===== config.mk =====
export PLATFORM = sky130hd
export DESIGN_NAME = pcg_socket1_gate
export DESIGN_NICKNAME = d
export VERILOG_FILES = /design/src/pcg_pkg.sv /design/src/pcg_sync.sv /design/src/pcg_socket1_gate.sv
export VERILOG_INCLUDE_DIRS = /design/src
export SDC_FILE = /design/constraint.sdc
export NUM_CORES = 1
export LEC_CHECK = 0
export CORE_ASPECT_RATIO = 2
export CORE_UTILIZATION = 45
export CTS_BUF_LIST = sky130_fd_sc_hd__clkbuf_4 sky130_fd_sc_hd__clkbuf_8 sky130_fd_sc_hd__clkbuf_16
export DETAILED_ROUTE_END_ITERATION = 8
export DONT_BUFFER_PORTS = 1
export PLACE_DENSITY = 0.6
export SLEW_MARGIN = 20
export SYNTH_ARGS = -nofsm -noshare
export SYNTH_HDL_FRONTEND = slang
export SYNTH_SLANG_ARGS = --single-unit

===== constraint.sdc =====
create_clock -name pclk -period 2.06 [get_ports pclk]
set_input_delay 0.103 -clock pclk [delete_from_list [all_inputs] [get_ports pclk]]
set_output_delay 0.103 -clock pclk [all_outputs]
set_load 0.01 [all_outputs]

===== src/pcg_consts.svh =====
// Purpose: Offsets, field positions and reset values of the socket-1 pin gating block
// Assumes: APB byte addresses, one 32-bit word per register
// Notes:   Definitions only
//
// Operation
// - Drive enable low tri-states the card reset output.
// - Enabled and sleeping: reset tri-stated if sleep drive low, else driven low.
// - Enabled and awake: card reset follows the reset control bit.
// - Address bus tri-stated when any card detect is high or drive enable low.
// - Detected, enabled, sleeping: address tri-stated or driven low per sleep drive.
// - Awake: address low if socket select or both enables high, else internal address.
// - Data bus is bidirectional, 16 bits, byte or word transfers only.
// - Drive enable low keeps the data outputs tri-stated.
// - Enabled and sleeping: data tri-stated or driven low per sleep drive bit.
// - Awake: data tri-stated during read or output strobe with select low.
// - Awake: attribute select passes internal select only if detected and select low.
// - Enabled and sleeping: attribute select tri-stated or forced high per sleep drive.
// - Drive enable low tri-states the attribute select output.
`ifndef PCG_CONSTS_SVH
`define PCG_CONSTS_SVH

`define PCG_ADDR_W          12
`define PCG_OFF_CTRL        12'h000
`define PCG_OFF_SLEEP_STATE 12'h004
`define PCG_OFF_PM          12'h008
`define PCG_OFF_STATUS      12'h00C

`define PCG_CTRL_RESET_BIT  1
`define PCG_CTRL_DRIVE_BIT  3
`define PCG_SLEEP_DRIVE_BIT 1
`define PCG_PM_SLEEP_BIT    0

`define PCG_CTRL_RST        4'h0
`define PCG_SLEEP_STATE_RST 2'h0
`define PCG_PM_RST          1'h0

`define PCG_ADDR_BITS       11
`define PCG_DATA_BITS       16
`define PCG_BYTE_BITS       8
`define PCG_SYNC_BITS       18

`endif


===== src/pcg_pkg.sv =====
// Purpose: Types of the socket-1 pin gating block
// Assumes: Constants header supplies widths
// Notes:   No imports anywhere
`default_nettype none
`include "pcg_consts.svh"
package pcg_pkg;

    typedef struct packed {
        logic                        reset_val;
        logic                        reset_oe;
        logic [`PCG_ADDR_BITS-1:0]   addr_val;
        logic                        addr_oe;
        logic [`PCG_DATA_BITS-1:0]   data_val;
        logic                        data_oe;
        logic                        attr_n_val;
        logic                        attr_oe;
    } pcg_pins_t;

    typedef struct packed {
        logic [1:0]                  card_detect_n;
        logic [`PCG_DATA_BITS-1:0]   data_in;
    } pcg_sync_t;

    typedef struct packed {
        pcg_sync_t                   stage1;
        pcg_sync_t                   stage2;
    } pcg_sync_state_t;

    typedef struct packed {
        logic [3:0]                  ctrl;
        logic [1:0]                  sleep_state;
        logic                        sleep;
        logic                        pready;
        logic                        pslverr;
        logic [31:0]                 prdata;
        pcg_pins_t                   pins;
        logic [`PCG_DATA_BITS-1:0]   rd_data;
    } pcg_state_t;

endpackage
`default_nettype wire


===== src/pcg_sync.sv =====
// Purpose: Two-stage synchroniser for socket-1 pin inputs
// Assumes: Inputs are asynchronous to pclk
// Notes:   First stage feeds only the second
`timescale 1ns/1ns
`default_nettype none
`include "pcg_consts.svh"
module pcg_sync (
    // Clock and reset
    input  wire logic              pclk,
    input  wire logic              presetn,
    // Raw pins
    input  wire pcg_pkg::pcg_sync_t raw,
    // Synchronised
    output var  pcg_pkg::pcg_sync_t synced
);

    pcg_pkg::pcg_sync_state_t st;
    pcg_pkg::pcg_sync_state_t next_st;

    always_comb begin
        next_st.stage1 = raw;
        next_st.stage2 = st.stage1;
    end

    always_ff @(posedge pclk or negedge presetn) begin
        if (!presetn) begin
            st <= '{stage1: '{card_detect_n: 2'h3, data_in: 16'h0000},
                    stage2: '{card_detect_n: 2'h3, data_in: 16'h0000}};
        end else begin
            st <= next_st;
        end
    end

    assign synced = st.stage2;

endmodule // pcg_sync
`default_nettype wire


===== src/pcg_socket1_gate.sv =====
// Purpose: Socket-1 output gating for reset, address, data and attribute select pins
// Assumes: APB slave on pclk; internal card-interface signals on pclk; pins asynchronous
// Notes:   Pin outputs are registered, one pclk behind internal causes, three behind card detect
//
// Implementation choices: the address map and the APB register port.
`timescale 1ns/1ns
`default_nettype none
`include "pcg_consts.svh"
module pcg_socket1_gate (
    // Clock and reset
    input  wire logic                        pclk,
    input  wire logic                        presetn,
    // APB slave
    input  wire logic                        psel,
    input  wire logic                        penable,
    input  wire logic                        pwrite,
    input  wire logic [`PCG_ADDR_W-1:0]      paddr,
    input  wire logic [31:0]                 pwdata,
    output logic [31:0]                      prdata,
    output logic                             pready,
    output logic                             pslverr,
    // Internal card-interface signals
    input  wire logic [`PCG_ADDR_BITS-1:0]   int_addr,
    input  wire logic [`PCG_DATA_BITS-1:0]   int_data_wr,
    input  wire logic                        int_byte_mode,
    input  wire logic [1:0]                  int_card_enable_n,
    input  wire logic                        int_io_read_n,
    input  wire logic                        int_output_enable_n,
    input  wire logic                        int_attr_select_n,
    input  wire logic                        socket_select,
    output logic [`PCG_DATA_BITS-1:0]        int_data_rd,
    output logic                             sleep_active,
    // Socket-1 pins
    input  wire logic [1:0]                  sock1_card_detect_n,
    input  wire logic [`PCG_DATA_BITS-1:0]   sock1_data_bus_in,
    output logic                             sock1_card_reset,
    output logic                             sock1_card_reset_oe,
    output logic [`PCG_ADDR_BITS-1:0]        sock1_addr_bus,
    output logic                             sock1_addr_bus_oe,
    output logic [`PCG_DATA_BITS-1:0]        sock1_data_bus_out,
    output logic                             sock1_data_bus_oe,
    output logic                             sock1_attr_select_n,
    output logic                             sock1_attr_select_oe
);

    pcg_pkg::pcg_state_t st;
    pcg_pkg::pcg_state_t next_st;
    pcg_pkg::pcg_sync_t  raw_pins;
    pcg_pkg::pcg_sync_t  sync_pins;

    assign raw_pins.card_detect_n = sock1_card_detect_n;
    assign raw_pins.data_in       = sock1_data_bus_in;

    // Card detect and data inputs cross in here
    pcg_sync u_sync (
        .pclk    (pclk),
        .presetn (presetn),
        .raw     (raw_pins),
        .synced  (sync_pins)
    );

    logic drive_en;
    logic reset_ctl;
    logic sleep_drive;
    logic detected;
    logic setup_ph;
    logic access_ph;
    logic hit_ctrl;
    logic hit_sleep;
    logic hit_pm;
    logic hit_status;
    logic hit_any;
    logic [31:0] read_word;

    // Decode of the register bits and the card detect that steer the pins
    assign drive_en    = st.ctrl[`PCG_CTRL_DRIVE_BIT];
    assign reset_ctl   = st.ctrl[`PCG_CTRL_RESET_BIT];
    assign sleep_drive = st.sleep_state[`PCG_SLEEP_DRIVE_BIT];
    assign detected    = (sync_pins.card_detect_n == 2'h0);

    // APB phases and address decode
    assign setup_ph   = psel && !penable;
    assign access_ph  = psel && penable && st.pready;
    assign hit_ctrl   = (paddr == `PCG_OFF_CTRL);
    assign hit_sleep  = (paddr == `PCG_OFF_SLEEP_STATE);
    assign hit_pm     = (paddr == `PCG_OFF_PM);
    assign hit_status = (paddr == `PCG_OFF_STATUS);
    assign hit_any    = hit_ctrl || hit_sleep || hit_pm || hit_status;

    // Read mux, taken in the setup cycle
    always_comb begin
        read_word = 32'h0000_0000;
        if (hit_ctrl) begin
            read_word[3:0] = st.ctrl;
        end else if (hit_sleep) begin
            read_word[1:0] = st.sleep_state;
        end else if (hit_pm) begin
            read_word[0] = st.sleep;
        end else if (hit_status) begin
            read_word[1:0] = sync_pins.card_detect_n;
            read_word[2]   = detected;
            read_word[3]   = st.pins.reset_oe;
            read_word[4]   = st.pins.addr_oe;
            read_word[5]   = st.pins.data_oe;
            read_word[6]   = st.pins.attr_oe;
            read_word[7]   = st.pins.reset_val;
            read_word[8]   = st.pins.attr_n_val;
        end
    end

    always_comb begin
        next_st = st;

        // Bus slave: ready in the access cycle, one wait-free answer
        next_st.pready  = setup_ph;
        next_st.pslverr = setup_ph && !hit_any;
        if (setup_ph) begin
            next_st.prdata = pwrite ? 32'h0000_0000 : read_word;
        end

        if (access_ph && pwrite) begin
            if (hit_ctrl) begin
                next_st.ctrl = pwdata[3:0];
            end
            if (hit_sleep) begin
                next_st.sleep_state = pwdata[1:0];
            end
            if (hit_pm) begin
                next_st.sleep = pwdata[`PCG_PM_SLEEP_BIT];
            end
        end

        // Card reset
        if (!drive_en) begin
            next_st.pins.reset_oe  = 1'b0;
            next_st.pins.reset_val = 1'b0;
        end else if (st.sleep) begin
            next_st.pins.reset_oe  = sleep_drive;
            next_st.pins.reset_val = 1'b0;
        end else begin
            next_st.pins.reset_oe  = 1'b1;
            next_st.pins.reset_val = reset_ctl;
        end

        // Address bus
        if (!detected || !drive_en) begin
            next_st.pins.addr_oe  = 1'b0;
            next_st.pins.addr_val = 11'h000;
        end else if (st.sleep) begin
            next_st.pins.addr_oe  = sleep_drive;
            next_st.pins.addr_val = 11'h000;
        end else if (socket_select || (int_card_enable_n == 2'h3)) begin
            next_st.pins.addr_oe  = 1'b1;
            next_st.pins.addr_val = 11'h000;
        end else begin
            next_st.pins.addr_oe  = 1'b1;
            next_st.pins.addr_val = int_addr;
        end

        // Data bus
        if (!drive_en) begin
            next_st.pins.data_oe  = 1'b0;
            next_st.pins.data_val = 16'h0000;
        end else if (st.sleep) begin
            next_st.pins.data_oe  = sleep_drive;
            next_st.pins.data_val = 16'h0000;
        end else if ((!int_io_read_n || !int_output_enable_n) && !socket_select) begin
            next_st.pins.data_oe  = 1'b0;
            next_st.pins.data_val = 16'h0000;
        end else begin
            next_st.pins.data_oe  = 1'b1;
            next_st.pins.data_val = int_byte_mode
                                  ? {8'h00, int_data_wr[`PCG_BYTE_BITS-1:0]}
                                  : int_data_wr;
        end

        // Read path back to the processor, byte or word only
        next_st.rd_data = int_byte_mode
                        ? {8'h00, sync_pins.data_in[`PCG_BYTE_BITS-1:0]}
                        : sync_pins.data_in;

        // Attribute memory select
        if (!drive_en) begin
            next_st.pins.attr_oe    = 1'b0;
            next_st.pins.attr_n_val = 1'b1;
        end else if (st.sleep) begin
            next_st.pins.attr_oe    = sleep_drive;
            next_st.pins.attr_n_val = 1'b1;
        end else if (detected && !socket_select) begin
            next_st.pins.attr_oe    = 1'b1;
            next_st.pins.attr_n_val = int_attr_select_n;
        end else begin
            next_st.pins.attr_oe    = 1'b1;
            next_st.pins.attr_n_val = 1'b1;
        end
    end

    always_ff @(posedge pclk or negedge presetn) begin
        if (!presetn) begin
            st.ctrl             <= `PCG_CTRL_RST;
            st.sleep_state      <= `PCG_SLEEP_STATE_RST;
            st.sleep            <= `PCG_PM_RST;
            st.pready           <= 1'b0;
            st.pslverr          <= 1'b0;
            st.prdata           <= 32'h0000_0000;
            st.pins.reset_val   <= 1'b0;
            st.pins.reset_oe    <= 1'b0;
            st.pins.addr_val    <= 11'h000;
            st.pins.addr_oe     <= 1'b0;
            st.pins.data_val    <= 16'h0000;
            st.pins.data_oe     <= 1'b0;
            st.pins.attr_n_val  <= 1'b1;
            st.pins.attr_oe     <= 1'b0;
            st.rd_data          <= 16'h0000;
        end else begin
            st <= next_st;
        end
    end

    // Outputs straight from the state flops
    assign prdata               = st.prdata;
    assign pready               = st.pready;
    assign pslverr              = st.pslverr;
    assign int_data_rd          = st.rd_data;
    assign sleep_active         = st.sleep;
    assign sock1_card_reset     = st.pins.reset_val;
    assign sock1_card_reset_oe  = st.pins.reset_oe;
    assign sock1_addr_bus       = st.pins.addr_val;
    assign sock1_addr_bus_oe    = st.pins.addr_oe;
    assign sock1_data_bus_out   = st.pins.data_val;
    assign sock1_data_bus_oe    = st.pins.data_oe;
    assign sock1_attr_select_n  = st.pins.attr_n_val;
    assign sock1_attr_select_oe = st.pins.attr_oe;

endmodule // pcg_socket1_gate
`default_nettype wire


# Yosys cells after proc, flatten, opt, wreduce, memory -nomap -nowiden
# Index checks and enable logic that the tools add are counted.
[classes]
eq_ne = 4
reduce_logical = 25
n_mux = 21
[ops]
columns = ["op", "count"]
rows = [
  ["17-bit 2-to-1 mux", 3],
  ["12-bit 2-to-1 mux", 3],
  ["16-bit 2-to-1 mux", 2],
  ["12-bit by 4-bit equality test with 1-bit output, second input constant", 2],
  ["9-bit 2-to-1 mux", 2],
  ["12-bit by 3-bit equality test with 1-bit output, second input constant", 1],
  ["12-bit zero test", 1],
  ["2-bit 2-to-1 mux", 6],
  ["8-bit 2-to-1 mux", 1],
  ["1-bit logical AND", 7],
  ["1-bit zero test", 7],
  ["7-bit 2-to-1 mux", 1],
  ["1-bit logical OR", 6],
  ["2-bit AND reduction", 3],
  ["5-bit 2-to-1 mux", 1],
  ["4-bit 2-to-1 mux", 1],
  ["2-bit equality test, second input constant", 1],
  ["2-bit zero test", 1],
  ["1-bit 2-to-1 mux", 1],
]
[totals]
wordCells = 69
input_bits = 101
out_inout_bits = 84
regBits = 126

# Logic depth before layout (Yosys ltp)
[depth]
depth_word = 6
mapped_depth = 5
depth_no_buf = 4

# Hierarchy
# From an unflattened synthesis, not the netlist that was laid out.
[hier_totals]
cells_unflattened = 279
area_unflattened_um2 = 3823.7
[by_module_without_submodules]
columns = ["module", "cells_per_inst", "area_per_inst_um2", "seq_area_each_um2", "n_inst"]
rows = [
  ["pcg_socket1_gate", 243, 2917.8, 1652.8, 1],
  ["pcg_sync", 36, 905.9, 905.9, 1],
]

# Least setup slack after synthesis
# No wires, ideal clock.
[synth_path]
path_kind = "input to register"
startpoint = "in paddr[7]"
endpoint = "reg st (netlist bit drive_en)"
setup_time_ps = 125
n_path_buf = 1
path_slack_ps = 315
arrival_time_ps = 1620
path_stages = 5
t_required_ps = 1935
cell_sequence = "or4_4 nor4_4 and3_1 buf_6 mux2_4"
[synth_via]
elab_chain_cells = 2
[synth_lines]
columns = ["element", "line_no", "text"]
rows = [
  ["start: declaration", "pcg_socket1_gate.sv:17", "input wire logic [`PCG_ADDR_W-1:0] paddr,"],
  ["12-bit zero test (no line)", "n/a", ""],
  ["2-bit AND reduction (no line)", "n/a", ""],
  ["end signal: assignment", "pcg_socket1_gate.sv:216", "st <= next_st;"],
  ["end: declaration", "pcg_socket1_gate.sv:46", "pcg_pkg::pcg_state_t st;"],
]
# No other way between the ends.
# A chain may end at the register's enable or synchronous reset.

==> metrics.txt <==
final worst hold slack=-544 ps; switching share of power=roughly a fifth; final hold violation count=102; R2R depth=5; number of synthesized flops with an enable pin=0; H-tree lvl count=3; reg-to-reg setup timing slack=520 ps; global-route track usage on met1=between 15 and 20%; number of buffers inserted for hold repair after clock tree synthesis=between 50 and 60; final weighted congestion of routability-driven global placement=about 0.8; synth top area cells=sky130_fd_sc_hd__dfrtp_1 64%, sky130_fd_sc_hd__buf_4 15%, sky130_fd_sc_hd__and2_1 4.5%; number of buffers inserted during clock tree synthesis=9; worst voltage drop across the vdd grid=~530 uV; max-cap check violation count=0; Cells after Synth=273; clock latency at the later pin of the worst-skew pair=around 340 ps; drt wl/cell=approximately 16 microns; endpoints failing setup=0; antenna diode count=0; power dissipated by switching net loads=about 790 uW; boundary pin count=roughly 190; post-synth design cell area=approximately 0.0038 sq mm; highest fanout seen on the critical path=11; category of the critical setup timing path=register to register; crit path capture type=register; GRT busiest layer=met2; number of buffers added for setup after CTS=0; end of the worst register-to-register path=sock1_addr_bus[5]; share of Yosys cell area claimed by the top area cell type=between 60 and 70%; critical path launch point=sleep_active; height of the chip=around 130 microns; clock input transition at the sequential cells of the worst setup and hold paths=roughly 70 ps; share of flip-flops with an asynchronous set or reset=100%; number of buffers added on ports=0; share of the core filled with cells=51.8%; Slew headroom=about 58%; most used flip-flop cell after synthesis=sky130_fd_sc_hd__dfrtp_1; total number of placement rows=47; x dimension of the die=66.9 microns; worst hold path class=input pin to async pin; Worst Path Required=2330 ps; count of synthesis-stage warnings from yosys=0; Resized Gates After CTS=0; Power Internal=3.12 mW; CP arrival=1810 ps; violations in the final reports=negative hold slack; Seq pwr share=between 50% and 60%; Setup Total Neg Slack=0 ps; combinational share of power=~3.2%; Final period util=74.8%; antenna violations before repair=0; count of filler cells inserted in the layout=709; first drt pass iteration count=6; root cell of the clock tree=sky130_fd_sc_hd__clkbuf_16; Die Footprint=0.00881 sq mm; leakage power=2.03 nW; Setup crit start kind=register; HPWL after detailed placement=~4000 microns; overflow left after global routing=0; largest net degree at the start of global routing=103; initial drt markers=45; Seq/Total Area, Yosys=67.6%; wire length of the first global-routing pass=~9200 microns; setup repair after global routing missed its margin=false; routed via count=roughly 1.8k; cell taking the most area after synthesis=sky130_fd_sc_hd__dfrtp_1; antenna violation net count after detailed routing=0; pins over their slew limit=0; drt drc=0; R2R Path Start=sleep_active; measured slew at the worst slew-check pin=around 630 ps; largest buffer count on any clock path=2; fraction of final layout cells sized beyond drive strength 1=between 10% and 20%; met2 track demand over resource in global routing=a little under a quarter; post-layout minimum cycle time=between 1500 and 2000 ps; net count reported at finish=around 380; Detailed Route WL=5990 microns; core footprint=approximately 0.0082 sq mm; Vias/cell=4.63; status=finished, violations left; total clock sinks=102; share of total power in the clock network=43.5%; syn avg cell area=between 10 and 15 sq um; via count of the first global-routing pass=about 1.8k; power density normalized to cell area=917 mW/mm^2; register bit count reported by yosys=102; Layout area overhead=12.6%; final worst clock skew=roughly 6.5 ps; FMAX=~650 MHz; global routing usage on met3=slightly above 6%; clock tree from TritonCTS=done; Unique masters post-synth=31; overall fraction of global-route tracks in use=14.7%; initial standard-cell utilization of the core=between 40 and 50%
==> worst max-delay path by stage <==
stage	end	slack, ps
finish	sock1_addr_bus[5]	520
global route	sock1_addr_bus[5]	410
CTS	sock1_addr_bus[2]	510
detailed placement	drive_en	370
global placement	st[86]	400
floorplan	drive_en	320
==> state kept, by name (all words and copies together) (netlist names), 3 cells and up <==
name and cells:
u_sync.next_st 18, sock1_addr_bus 11, sock1_data_bus_out 16, u_sync.synced 18
prdata 9, int_data_rd 16, st 3
==> cells in the mapped netlist (all sizes together), types with 2 or more instances <==
library cell,instances
nand2,7
dfrtp,97
inv,3
nor2b,8
buf,77
nor2,4
mux2,8
or4,3
and2,28
nand4b,2
and3,2
clkbuf,2
a21oi,4
dfstp,5
a22o,4
nor3,4
o21ai,3
nand2b,2
nand3,2
==> routing by layer <==
| metal | up-vias | routed length, microns |
|---|---|---|
| li1 | 801 | - |
| met5 | - | 0 |
| met3 | 8 | 548 |
| met1 | 873 | 2120 |
| met4 | 0 | 116 |
| met2 | 104 | 3200 |
==> power by group through the flow <==
stage,combinational (mW),clock (mW),sequential [mW]
after floorplan,0.103,0,2.11
after detailed placement,0.0426,0,2.12
after global routing,0.138,1.84,2.09
after CTS,0.126,1.75,2.09
after global placement,0.0421,0,2.12
final,0.126,1.70,2.09
==> final cells by class <==
class | count | area, sq um | share of cell area [%]
repair buffers | 56 | 553 | 13.0
clock inverters | 5 | 67.6 | 1.58
inverters | 3 | 11.3 | 0.264
clock buffers | 11 | 240 | 5.63
well taps | 98 | 123 | 2.88
multi-input cells | 111 | 711 | 16.7
flip-flops and latches | 102 | 2560 | 60.0
==> through the flow <==
stage / power (mW) / cell area (sq um) / worst slack, ps / cells
3_3_place_gp: 2.17 / 3430 / 396 / 317
6_report: 3.91 / 4260 / 520 / 386
5_1_grt: 4.07 / 4260 / 408 / 386
2_1_floorplan: 2.21 / 3870 / 315 / 295
3_5_place_dp: 2.17 / 3430 / 368 / 317
4_1_cts: 3.96 / 4260 / 509 / 386
==> worst max-delay path: stages, from the launching register on <==
cell,delay (ps)
sky130_fd_sc_hd__dfrtp_1,370
sky130_fd_sc_hd__nand2b_1,210
sky130_fd_sc_hd__or4_1,450
sky130_fd_sc_hd__a21oi_1,130
sky130_fd_sc_hd__buf_4,160
sky130_fd_sc_hd__and2_1,140
==> cell usage in the layout (no fill, tap or decap), types with 2 or more instances in the layout <==
cell type                       Yosys  final
sky130_fd_sc_hd__and2_1            27     27
sky130_fd_sc_hd__nor2_1             4      4
sky130_fd_sc_hd__conb_1             1     23
sky130_fd_sc_hd__dlygate4sd3_1      0     53
sky130_fd_sc_hd__a21oi_1            4      4
sky130_fd_sc_hd__dfstp_2            5      5
sky130_fd_sc_hd__nand2_1            7      7
sky130_fd_sc_hd__inv_1              3      3
sky130_fd_sc_hd__a22o_1             4      4
sky130_fd_sc_hd__o21ai_0            3      3
sky130_fd_sc_hd__nand2b_1           2      2
sky130_fd_sc_hd__nor3_1             4      4
sky130_fd_sc_hd__clkbuf_16          0      9
sky130_fd_sc_hd__dfrtp_1           97     97
sky130_fd_sc_hd__clkbuf_4           0      2
sky130_fd_sc_hd__nor2b_1            8      8
sky130_fd_sc_hd__nand3_1            2      2
sky130_fd_sc_hd__mux2_4             4      4
sky130_fd_sc_hd__nand4b_1           2      2
sky130_fd_sc_hd__mux2_2             4      4
sky130_fd_sc_hd__buf_4             76      3
sky130_fd_sc_hd__or4_1              2      2
sky130_fd_sc_hd__and3_1             2      2
sky130_fd_sc_hd__clkinv_4           0      2
==> logic make-up after synthesis <==
group	after synthesis	share of synthesized area (%)
other	1	0.0990
AO/OA/AOI/OAI	13	2.31
buffers and inverters	82	15.9
AND/OR/NAND/NOR	66	10.8
flip-flops	102	67.6
multiplexers	9	3.37
(Power assumes the default switching activity.)
